<file path="config.mk">
export PLATFORM = sky130hd
export DESIGN_NAME = ubws_top
export DESIGN_NICKNAME = d
export VERILOG_FILES = /design/src/hdl/ubws_sync.v /design/src/hdl/ubws_top.v
export VERILOG_INCLUDE_DIRS = /design/src /design/src/hdl
export SDC_FILE = /design/constraint.sdc
export NUM_CORES = 1
export LEC_CHECK = 0
export BUFFER_PORTS_ARGS = -buffer_cell sky130_fd_sc_hd__buf_4
export CAP_MARGIN = 0
export CORE_AREA = 2 2 164 166
export CTS_BUF_LIST = sky130_fd_sc_hd__clkbuf_8
export DETAILED_ROUTE_END_ITERATION = 12
export DIE_AREA = 0 0 166 168
export SYNTH_ARGS = -nofsm -noshare
export SYNTH_HDL_FRONTEND = slang
export SYNTH_HIERARCHICAL = 1
export SYNTH_SLANG_ARGS = --single-unit
</file>
<file path="constraint.sdc">
create_clock -name pclk -period 5.5 [get_ports pclk]
set_clock_uncertainty 0.05 [all_clocks]
set_input_delay 1.1 -clock pclk [delete_from_list [all_inputs] [get_ports pclk]]
set_output_delay 1.1 -clock pclk [all_outputs]
set_load 0.01 [all_outputs]
</file>
<file path="src/hdl/ubws_regs.vh">
// Purpose: Register offsets, field positions, reset values and counts for the serial port.
// Assumes: APB byte addresses, one register to an aligned 32-bit word.
// Notes: Header of definitions only; included by its bare name.
`ifndef UBWS_REGS_VH
`define UBWS_REGS_VH

// Register byte offsets.
`define UBWS_OFF_CTRL 8'h00
`define UBWS_OFF_STAT 8'h04
`define UBWS_OFF_DIV 8'h08
`define UBWS_OFF_TXD 8'h0C
`define UBWS_OFF_RXD 8'h10

// Control register field positions.
`define UBWS_C_PEN 0
`define UBWS_C_SYNC 1
`define UBWS_C_CLOCK_SOURCE_MASTER 2
`define UBWS_C_TRANSMIT_ENABLE 3
`define UBWS_C_BREAK_SEND_REQUEST 4
`define UBWS_C_SINGLE_RECEIVE_ENABLE 5
`define UBWS_C_CONTINUOUS_RECEIVE_ENABLE 6
`define UBWS_C_WUE 7
`define UBWS_C_AUTOBAUD_ENABLE 8
`define UBWS_C_CKP 9
`define UBWS_C_DTP 10
`define UBWS_CTRL_W 11

// Status register field positions.
`define UBWS_S_ABOVF 0
`define UBWS_S_RXPEND 1
`define UBWS_S_FRAMING_ERROR_FLAG 2
`define UBWS_S_SHIFT_REG_EMPTY 3
`define UBWS_S_TXBE 4
`define UBWS_S_RIDLE 5

// Reset values.
`define UBWS_CTRL_RST 11'h000
`define UBWS_DIV_RST 16'h000F

// Counts: rate measurement prescale, rising edges of the sync byte, bit counts.
`define UBWS_AB_PRE_LAST 3'h7
`define UBWS_AB_EDGES 3'h5
`define UBWS_DATA_BITS 4'h8
`define UBWS_BRK_BITS 4'hC

`endif

</file>
<file path="src/hdl/ubws_sync.v">
// Purpose: Two-stage synchroniser for a level that arrives from outside the pclk domain.
// Assumes: Clock enable freezes both stages like all other state.
// Notes: Only the second stage is visible to the rest of the block.
`timescale 1ns/1ps
module ubws_sync (
    // Clock and reset.
    input wire pclk,
    input wire presetn,
    input wire clk_en,
    // Level in and synchronised level out.
    input wire async_in,
    output reg sync_out
);
    reg meta_r;

    // The first stage feeds only the second stage; idle level of the line is high.
    always @(posedge pclk or negedge presetn) begin
        if (!presetn) begin
            meta_r <= 1'b1;
            sync_out <= 1'b1;
        end else if (clk_en) begin
            meta_r <= async_in;
            sync_out <= meta_r;
        end
    end
endmodule

</file>
<file path="src/hdl/ubws_top.v">
// Purpose: Serial port with rate measurement, break wake-up, break send and sync master transmit.
// Assumes: pclk at 200 MHz; one async bit time is divisor plus one pclk cycles, a sync master bit twice that.
// Notes: Sync master reception and slave clocking are not built; the data pin is split into in/out/oe, the clock pin into out/oe.
//
// Decided for this implementation: the APB slave port and the placing of the registers.
`timescale 1ns/1ps
`include "ubws_regs.vh"
module ubws_top (
    // Clock, reset and clock enable.
    input wire pclk,
    input wire presetn,
    input wire clk_en,
    // APB slave.
    input wire psel,
    input wire penable,
    input wire pwrite,
    input wire [7:0] paddr,
    input wire [31:0] pwdata,
    output reg [31:0] prdata,
    output reg pready,
    output reg pslverr,
    // Data pin, split into input, output and output enable.
    input wire rx_data_in,
    output reg rx_data_out,
    output reg rx_data_oe,
    // Transmit or shift clock pin, output side.
    output reg tx_clock_out,
    output reg tx_clock_oe
);
    // Transmit states.
    localparam TX_IDLE = 3'h0;
    localparam TX_START = 3'h1;
    localparam TX_DATA = 3'h2;
    localparam TX_STOP = 3'h3;
    localparam TX_SLEAD = 3'h4;
    localparam TX_STRAIL = 3'h5;
    // Receive states.
    localparam RX_IDLE = 3'h0;
    localparam RX_WAKE = 3'h1;
    localparam RX_ABWAIT = 3'h2;
    localparam RX_ABCNT = 3'h3;
    localparam RX_START = 3'h4;
    localparam RX_DATA = 3'h5;
    localparam RX_STOP = 3'h6;

    reg [`UBWS_CTRL_W-1:0] ctrl_r;
    reg [15:0] divisor_r;
    reg [7:0] txbuf_r;
    reg txbuf_vld_r;
    reg [2:0] tx_state_r;
    reg [15:0] tx_cnt_r;
    reg [3:0] tx_bits_r;
    reg [7:0] tsr_r;
    reg tx_brk_r;
    reg tx_line_r;
    reg clk_act_r;
    reg brk_clr_r;
    reg [2:0] rx_state_r;
    reg [15:0] rx_cnt_r;
    reg [3:0] rx_bits_r;
    reg [7:0] rsr_r;
    reg [7:0] rx_data_r;
    reg rx_pend_r;
    reg framing_error_flag_r;
    reg ab_ovf_r;
    reg [16:0] ab_cnt_r;
    reg [2:0] ab_pre_r;
    reg [2:0] ab_edges_r;
    reg ab_load_r;
    reg ab_clr_r;
    reg wue_clr_r;
    reg rx_prev_r;
    wire rx_pin_s;

    // Polarity applied to a data level in either direction.
    function pol;
        input d;
        input inv;
        begin
            pol = d ^ inv;
        end
    endfunction

    // True when a bit-time counter has reached the divisor.
    function bit_end;
        input [15:0] cnt;
        input [15:0] div;
        begin
            bit_end = (cnt == div);
        end
    endfunction

    // Control fields.
    wire pen = ctrl_r[`UBWS_C_PEN];
    wire sync_mode = ctrl_r[`UBWS_C_SYNC];
    wire clock_source_master = ctrl_r[`UBWS_C_CLOCK_SOURCE_MASTER];
    wire transmit_enable = ctrl_r[`UBWS_C_TRANSMIT_ENABLE];
    wire break_send_request = ctrl_r[`UBWS_C_BREAK_SEND_REQUEST];
    wire rx_any_en = ctrl_r[`UBWS_C_SINGLE_RECEIVE_ENABLE] | ctrl_r[`UBWS_C_CONTINUOUS_RECEIVE_ENABLE];
    wire wake_on_break_enable = ctrl_r[`UBWS_C_WUE];
    wire autobaud_enable = ctrl_r[`UBWS_C_AUTOBAUD_ENABLE];
    wire ckp = ctrl_r[`UBWS_C_CKP];
    wire dtp = ctrl_r[`UBWS_C_DTP];
    wire sync_tx_mode = sync_mode & clock_source_master & ~rx_any_en;

    // APB decode; an access completes in the second access-phase cycle.
    wire apb_done = psel & penable & pready;
    wire wr_en = apb_done & pwrite;
    wire rd_en = apb_done & ~pwrite;
    wire rd_rxd = rd_en & (paddr == `UBWS_OFF_RXD);
    wire wr_stat = wr_en & (paddr == `UBWS_OFF_STAT);
    wire wr_txd = wr_en & (paddr == `UBWS_OFF_TXD);
    wire addr_ok = (paddr == `UBWS_OFF_CTRL) | (paddr == `UBWS_OFF_STAT) |
                   (paddr == `UBWS_OFF_DIV) | (paddr == `UBWS_OFF_TXD) |
                   (paddr == `UBWS_OFF_RXD);

    // Receive line after synchronisation and data polarity.
    wire rx_lvl = pol(rx_pin_s, dtp);
    wire rx_fall = rx_prev_r & ~rx_lvl;
    wire rx_rise = ~rx_prev_r & rx_lvl;
    wire tx_busy = (tx_state_r != TX_IDLE);
    wire tx_load = ~tx_busy & txbuf_vld_r & transmit_enable & pen & ~brk_clr_r;

    ubws_sync u_rx_sync (
        .pclk(pclk),
        .presetn(presetn),
        .clk_en(clk_en),
        .async_in(rx_data_in),
        .sync_out(rx_pin_s)
    );

    // APB slave, control and divisor registers; hardware clears follow software writes.
    always @(posedge pclk or negedge presetn) begin
        if (!presetn) begin
            ctrl_r <= `UBWS_CTRL_RST;
            divisor_r <= `UBWS_DIV_RST;
            prdata <= 32'h00000000;
            pready <= 1'b0;
            pslverr <= 1'b0;
        end else if (clk_en) begin
            pready <= psel & penable & ~pready;
            pslverr <= psel & penable & ~pready & ~addr_ok;
            if (psel & ~penable) begin
                case (paddr)
                    `UBWS_OFF_CTRL: prdata <= {21'h000000, ctrl_r};
                    `UBWS_OFF_STAT: prdata <= {26'h0000000, rx_state_r == RX_IDLE,
                        ~txbuf_vld_r, ~tx_busy, framing_error_flag_r, rx_pend_r, ab_ovf_r};
                    `UBWS_OFF_DIV: prdata <= {16'h0000, divisor_r};
                    `UBWS_OFF_RXD: prdata <= {24'h000000, rx_data_r};
                    default: prdata <= 32'h00000000;
                endcase
            end
            if (wr_en & (paddr == `UBWS_OFF_CTRL)) begin
                ctrl_r <= pwdata[`UBWS_CTRL_W-1:0];
            end
            if (wr_en & (paddr == `UBWS_OFF_DIV)) begin
                divisor_r <= pwdata[15:0];
            end
            if (ab_load_r) begin
                divisor_r <= ab_cnt_r[15:0];
            end
            if (ab_clr_r) begin
                ctrl_r[`UBWS_C_AUTOBAUD_ENABLE] <= 1'b0;
            end
            if (wue_clr_r) begin
                ctrl_r[`UBWS_C_WUE] <= 1'b0;
            end
            if (brk_clr_r) begin
                ctrl_r[`UBWS_C_BREAK_SEND_REQUEST] <= 1'b0;
            end
        end
    end

    // Transmit buffer and shifter, async frames and sync master clocking.
    always @(posedge pclk or negedge presetn) begin
        if (!presetn) begin
            txbuf_r <= 8'h00;
            txbuf_vld_r <= 1'b0;
            tx_state_r <= TX_IDLE;
            tx_cnt_r <= 16'h0000;
            tx_bits_r <= 4'h0;
            tsr_r <= 8'h00;
            tx_brk_r <= 1'b0;
            tx_line_r <= 1'b1;
            clk_act_r <= 1'b0;
            brk_clr_r <= 1'b0;
        end else if (clk_en) begin
            brk_clr_r <= 1'b0;
            if (!pen) begin
                txbuf_vld_r <= 1'b0;
                tx_state_r <= TX_IDLE;
                tx_line_r <= 1'b1;
                clk_act_r <= 1'b0;
            end else begin
                if (wr_txd) begin
                    txbuf_r <= pwdata[7:0];
                    txbuf_vld_r <= 1'b1;
                end else if (tx_load) begin
                    txbuf_vld_r <= 1'b0;
                end
                case (tx_state_r)
                    TX_IDLE: begin
                        tx_line_r <= sync_mode ? tx_line_r : 1'b1;
                        clk_act_r <= 1'b0;
                        tx_cnt_r <= 16'h0000;
                        tx_bits_r <= 4'h0;
                        if (tx_load && sync_mode) begin
                            if (sync_tx_mode) begin
                                tsr_r <= txbuf_r;
                                tx_state_r <= TX_SLEAD;
                            end
                        end else if (tx_load) begin
                            tx_brk_r <= break_send_request;
                            tsr_r <= break_send_request ? 8'h00 : txbuf_r;
                            tx_state_r <= TX_START;
                        end
                    end
                    TX_START: begin
                        tx_line_r <= 1'b0;
                        tx_cnt_r <= tx_cnt_r + 16'h0001;
                        if (bit_end(tx_cnt_r, divisor_r)) begin
                            tx_cnt_r <= 16'h0000;
                            tx_state_r <= TX_DATA;
                        end
                    end
                    TX_DATA: begin
                        tx_line_r <= tx_brk_r ? 1'b0 : tsr_r[0];
                        tx_cnt_r <= tx_cnt_r + 16'h0001;
                        if (bit_end(tx_cnt_r, divisor_r)) begin
                            tx_cnt_r <= 16'h0000;
                            tsr_r <= {1'b0, tsr_r[7:1]};
                            tx_bits_r <= tx_bits_r + 4'h1;
                            if (tx_bits_r == (tx_brk_r ? `UBWS_BRK_BITS - 4'h1 :
                                              `UBWS_DATA_BITS - 4'h1)) begin
                                tx_state_r <= TX_STOP;
                            end
                        end
                    end
                    TX_STOP: begin
                        tx_line_r <= 1'b1;
                        tx_cnt_r <= tx_cnt_r + 16'h0001;
                        if (bit_end(tx_cnt_r, divisor_r)) begin
                            brk_clr_r <= tx_brk_r;
                            tx_brk_r <= 1'b0;
                            tx_state_r <= TX_IDLE;
                        end
                    end
                    TX_SLEAD: begin
                        // Leading half: the bit is presented as the clock leaves idle.
                        clk_act_r <= 1'b1;
                        tx_line_r <= tsr_r[0];
                        tx_cnt_r <= tx_cnt_r + 16'h0001;
                        if (bit_end(tx_cnt_r, divisor_r)) begin
                            tx_cnt_r <= 16'h0000;
                            tx_state_r <= TX_STRAIL;
                        end
                    end
                    TX_STRAIL: begin
                        clk_act_r <= 1'b0;
                        tx_cnt_r <= tx_cnt_r + 16'h0001;
                        if (bit_end(tx_cnt_r, divisor_r)) begin
                            tx_cnt_r <= 16'h0000;
                            tsr_r <= {1'b0, tsr_r[7:1]};
                            tx_bits_r <= tx_bits_r + 4'h1;
                            if (tx_bits_r == `UBWS_DATA_BITS - 4'h1) begin
                                tx_state_r <= TX_IDLE;
                            end else begin
                                tx_state_r <= TX_SLEAD;
                            end
                        end
                    end
                    default: begin
                        tx_state_r <= TX_IDLE;
                    end
                endcase
            end
        end
    end

    // Receiver, wake-on-break and rate measurement, with the receive flags.
    always @(posedge pclk or negedge presetn) begin
        if (!presetn) begin
            rx_state_r <= RX_IDLE;
            rx_cnt_r <= 16'h0000;
            rx_bits_r <= 4'h0;
            rsr_r <= 8'h00;
            rx_data_r <= 8'h00;
            rx_pend_r <= 1'b0;
            framing_error_flag_r <= 1'b0;
            ab_ovf_r <= 1'b0;
            ab_cnt_r <= 17'h00000;
            ab_pre_r <= 3'h0;
            ab_edges_r <= 3'h0;
            ab_load_r <= 1'b0;
            ab_clr_r <= 1'b0;
            wue_clr_r <= 1'b0;
            rx_prev_r <= 1'b1;
        end else if (clk_en) begin
            rx_prev_r <= rx_lvl;
            ab_load_r <= 1'b0;
            ab_clr_r <= 1'b0;
            wue_clr_r <= 1'b0;
            // Software clears; a hardware set later in this block wins.
            if (rd_rxd) begin
                rx_pend_r <= 1'b0;
            end
            if (wr_stat && !pwdata[`UBWS_S_ABOVF] && !autobaud_enable) begin
                ab_ovf_r <= 1'b0;
            end
            if (!pen || sync_mode) begin
                rx_state_r <= RX_IDLE;
            end else begin
                case (rx_state_r)
                    RX_IDLE: begin
                        rx_cnt_r <= 16'h0000;
                        rx_bits_r <= 4'h0;
                        if (wake_on_break_enable) begin
                            if (rx_fall) begin
                                rx_pend_r <= 1'b1;
                                rx_state_r <= RX_WAKE;
                            end
                        end else if (autobaud_enable) begin
                            if (rx_fall) begin
                                rx_state_r <= RX_ABWAIT;
                            end
                        end else if (ctrl_r[`UBWS_C_CONTINUOUS_RECEIVE_ENABLE] && rx_fall) begin
                            rx_state_r <= RX_START;
                        end
                    end
                    RX_WAKE: begin
                        // The whole low time, break or not, is the wake event.
                        if (rx_rise) begin
                            wue_clr_r <= 1'b1;
                            rx_state_r <= RX_IDLE;
                        end
                    end
                    RX_ABWAIT: begin
                        ab_cnt_r <= 17'h00001;
                        ab_pre_r <= 3'h0;
                        ab_edges_r <= 3'h1;
                        if (!autobaud_enable) begin
                            rx_state_r <= RX_IDLE;
                        end else if (rx_rise) begin
                            rx_state_r <= RX_ABCNT;
                        end
                    end
                    RX_ABCNT: begin
                        ab_pre_r <= ab_pre_r + 3'h1;
                        if (ab_pre_r == `UBWS_AB_PRE_LAST) begin
                            ab_cnt_r <= ab_cnt_r + 17'h00001;
                            if (ab_cnt_r[15:0] == 16'hFFFF) begin
                                ab_ovf_r <= 1'b1;
                            end
                        end
                        if (!autobaud_enable) begin
                            rx_state_r <= RX_IDLE;
                        end else if (rx_rise) begin
                            ab_edges_r <= ab_edges_r + 3'h1;
                            if (ab_edges_r == `UBWS_AB_EDGES - 3'h1) begin
                                ab_load_r <= 1'b1;
                                ab_clr_r <= 1'b1;
                                rx_pend_r <= 1'b1;
                                rx_state_r <= RX_IDLE;
                            end
                        end
                    end
                    RX_START: begin
                        rx_cnt_r <= rx_cnt_r + 16'h0001;
                        if (bit_end(rx_cnt_r, {1'b0, divisor_r[15:1]})) begin
                            rx_cnt_r <= 16'h0000;
                            rx_state_r <= rx_lvl ? RX_IDLE : RX_DATA;
                        end
                    end
                    RX_DATA: begin
                        rx_cnt_r <= rx_cnt_r + 16'h0001;
                        if (bit_end(rx_cnt_r, divisor_r)) begin
                            rx_cnt_r <= 16'h0000;
                            rsr_r <= {rx_lvl, rsr_r[7:1]};
                            rx_bits_r <= rx_bits_r + 4'h1;
                            if (rx_bits_r == `UBWS_DATA_BITS - 4'h1) begin
                                rx_state_r <= RX_STOP;
                            end
                        end
                    end
                    RX_STOP: begin
                        rx_cnt_r <= rx_cnt_r + 16'h0001;
                        if (bit_end(rx_cnt_r, divisor_r)) begin
                            rx_data_r <= rsr_r;
                            framing_error_flag_r <= ~rx_lvl;
                            rx_pend_r <= 1'b1;
                            rx_state_r <= RX_IDLE;
                        end
                    end
                    default: begin
                        rx_state_r <= RX_IDLE;
                    end
                endcase
            end
        end
    end

    // Pin drivers, registered from the shifter state.
    always @(posedge pclk or negedge presetn) begin
        if (!presetn) begin
            rx_data_out <= 1'b0;
            rx_data_oe <= 1'b0;
            tx_clock_out <= 1'b1;
            tx_clock_oe <= 1'b0;
        end else if (clk_en) begin
            rx_data_out <= pol(tx_line_r, dtp);
            rx_data_oe <= pen & sync_tx_mode;
            if (sync_mode) begin
                tx_clock_out <= ckp ^ clk_act_r;
                tx_clock_oe <= pen & clock_source_master;
            end else begin
                tx_clock_out <= pol(tx_line_r, dtp);
                tx_clock_oe <= pen & transmit_enable;
            end
        end
    end
endmodule

</file>
==> results_dict.tcl <==
set metrics [dict create \
    status "finished clean" \
    area_delta_synth_final_pct 9.11 \
    netlist_instances 926 \
    rsz0062_at_grt "no" \
    fp.dieW_microns 166 \
    cp.required_ns 5.76 \
    finalMaxSlewViolations 0 \
    die_area_sq_um 27900 \
    leakage_nw 4.57 \
    die_h_microns 168 \
    coreArea_sq_um 26400 \
    io_pins 85 \
    vias 6675 \
    fillers 2649 \
    yosysSeqAreaShare 0.453 \
    grt_pass1_wl_mm 35.1 \
    num_antenna_cells 0 \
    clock_path_buffers 2 \
    grt_antenna_before_repair 0 \
    worst_pin_slew_ns 0.958 \
    drive_above_1_share 0.169 \
    multiInputGateArea_sq_um 4390 \
    place_hpwl_mm 15.6 \
    syn-cell-area_sq_um 8980 \
    drtAntennaViolNets 0 \
    cp-end-kind "flip-flop" \
    slew_headroom 0.361 \
    synth_edf_count 0 \
    power.density_nw_per_um2 232 \
    final_area_sq_um 9800 \
    port_buffers 52 \
    h-tree-depth 4 \
    arrival_ns 3.26 \
    start_util 0.341 \
    seqCellArea_sq_um 4070 \
    path_clk_slew_ns 0.10 \
    cts.sinks 162 \
    cap_violations 0 \
    wl_per_cell_microns 17.0 \
    syn_area_per_cell_sq_um 9.70 \
    cts_tree "yes" \
    placed_cells 1256 \
    fin_crit_ns 3.00 \
    fp-row-count 60 \
    cts_buffers 17 \
    ys_ff_latch 162 \
    gp_congestion 0.827 \
    drc 0 \
    final.period_utilization 0.545 \
    overflow 0 \
    vias_per_cell 5.18 \
    grt_max_degree 94 \
    async_flop_share 1.00 \
    clk_latency_ns 0.46 \
    setup_viol 0 \
    nets 990 \
    finalCoreUtilization 0.372 \
    yosys_warnings 6 \
    max_freq_ghz 0.334 \
    cts_resized 0 \
    routed_wl_mm 21.9 \
    grt_pass1_vias 6241 \
    tns_ns 0 \
    worst-setup-path-type "in -> reg" \
    crit_path_start_kind "input port" \
    worstPathMaxFanout 32 \
    drt_pass1_iterations 6 \
    stdcell_count 1288 \
    placed_area_sq_um 9400 \
    cts_root_buf "clkbuf_8" \
    drt_iter0_drc 508 \
    synthFlopType "dfrtp_1" \
    postCtsHoldBufs 0 \
    worstHoldPathType "reg -> reg" \
    synthDistinctLibCells 74 \
    final_hold_viol_count 0 \
    track_usage 0.159 \
    ir_worst_vdd_uv 153 \
    cts_setup_buffers 0 \
]
==> cell usage in the layout (no fill, tap or decap), types with 13 or more instances in the layout <==
master / synthesis / routed
inv_1: 21 / 21
nand2_1: 110 / 110
a21oi_1: 31 / 31
buf_4: 19 / 57
dfrtp_1: 153 / 153
xor2_1: 71 / 71
mux2i_1: 25 / 25
xnor2_1: 18 / 18
nand4_1: 17 / 17
mux2_2: 35 / 35
and3_1: 14 / 14
nor2_1: 80 / 80
a22oi_1: 18 / 18
nor3_1: 13 / 13
conb_1: 1 / 16
o21ai_0: 61 / 61
clkbuf_8: 3 / 17
nand3_1: 28 / 28
==> power breakdown <==
part           switching, W  internal, W  total [W]
registers         0.0000304      0.00121    0.00124
clock network      0.000484     0.000416   0.000900
logic             0.0000872    0.0000528   0.000140
==> worst max-delay path: stages <==
cell	delay, ns
buf_4	0.11
nor3_1	0.23
and4b_1	0.78
a21o_1	0.22
nand2_1	0.49
nand2_1	0.23
o21ai_0	0.10
==> sequential cells by signal, summed over array words and instances, names as in the netlist, 3 cells and up <==
| register | cells |
|---|---|
| rsr_r | 8 |
| ctrl_r | 11 |
| prdata | 16 |
| rx_bits_r | 4 |
| rx_state_r | 3 |
| tsr_r | 8 |
| txbuf_r | 8 |
| tx_bits_r | 4 |
| divisor_r | 16 |
| tx_cnt_r | 16 |
| ab_edges_r | 3 |
| ab_pre_r | 3 |
| tx_state_r | 3 |
| rx_cnt_r | 16 |
| rx_data_r | 8 |
| ab_cnt_r | 16 |
==> cells in the mapped netlist, types with 10 or more instances <==
library cell / number / share of area
a21o_1: 10 / 0.0084
a21oi_1: 31 / 0.017
a22oi_1: 18 / 0.015
and3_1: 14 / 0.0097
buf_2: 17 / 0.0095
buf_4: 19 / 0.016
clkbuf_1: 30 / 0.013
dfrtp_1: 153 / 0.43
inv_1: 21 / 0.0088
mux2_2: 35 / 0.044
mux2i_1: 25 / 0.028
nand2_1: 110 / 0.046
nand3_1: 28 / 0.016
nand4_1: 17 / 0.012
nor2_1: 80 / 0.033
nor3_1: 13 / 0.0072
o21ai_0: 61 / 0.034
xnor2_1: 18 / 0.018
xor2_1: 71 / 0.069
==> metrics by stage <==
step | worst slack [ns] | power [W] | hold WS [ns]
5_1_grt | 2.26 | 0.00237 | 0.419
6_report | 2.50 | 0.00228 | 0.409
4_1_cts | 2.52 | 0.00231 | 0.402
3_3_place_gp | 2.06 | 0.00140 | 0.383
3_5_place_dp | 2.01 | 0.00140 | 0.385
2_1_floorplan | 2.73 | 0.00134 | 0.373
==> area by class of cell <==
class,instances,share of cell area
clock buffers,17,0.0239
clock inverters,15,0.0175
inverters,21,0.00804
well taps,341,0.0435
multi-input cells,674,0.448
repair buffers,58,0.0448
flip-flops and latches,162,0.415
==> layer usage <==
layer | up-vias | track usage | wire [microns]
met3 | 32 | 0.0270 | 911
met5 | - | 0 | 0
li1 | 3216 | - | -
met4 | 0 | 0.0507 | 534
met1 | 3266 | 0.219 | 10200
met2 | 161 | 0.255 | 10300
==> worst paths after layout <==
| path | slack [ns] | startpoint | end | depth (start not counted) |
|---|---|---|---|---|
| setup / recovery | 2.50 | paddr[1] | divisor_r[4] | 7 |
| max in group asynchronous | 3.50 | presetn | rx_bits_r[1] | 2 |
| min in group asynchronous | 0.66 | presetn | ab_cnt_r[10] | 1 |
| hold reg to reg | 0.41 | wue_clr_r | ctrl_r[7] | 1 |
| hold / removal | 0.41 | wue_clr_r | ctrl_r[7] | 1 |
| setup reg to reg | 2.75 | ctrl_r[10] | rx_state_r[1] | 6 |
==> cell families after synthesis <==
family,share of synthesized area
fa+ha+maj,0.0125
xor+xnor,0.0868
mux,0.0717
buf+inv,0.0655
flops,0.453
simple gates,0.188
other cells,0.000417
compound gates,0.123
(Power assumes the default switching activity.)
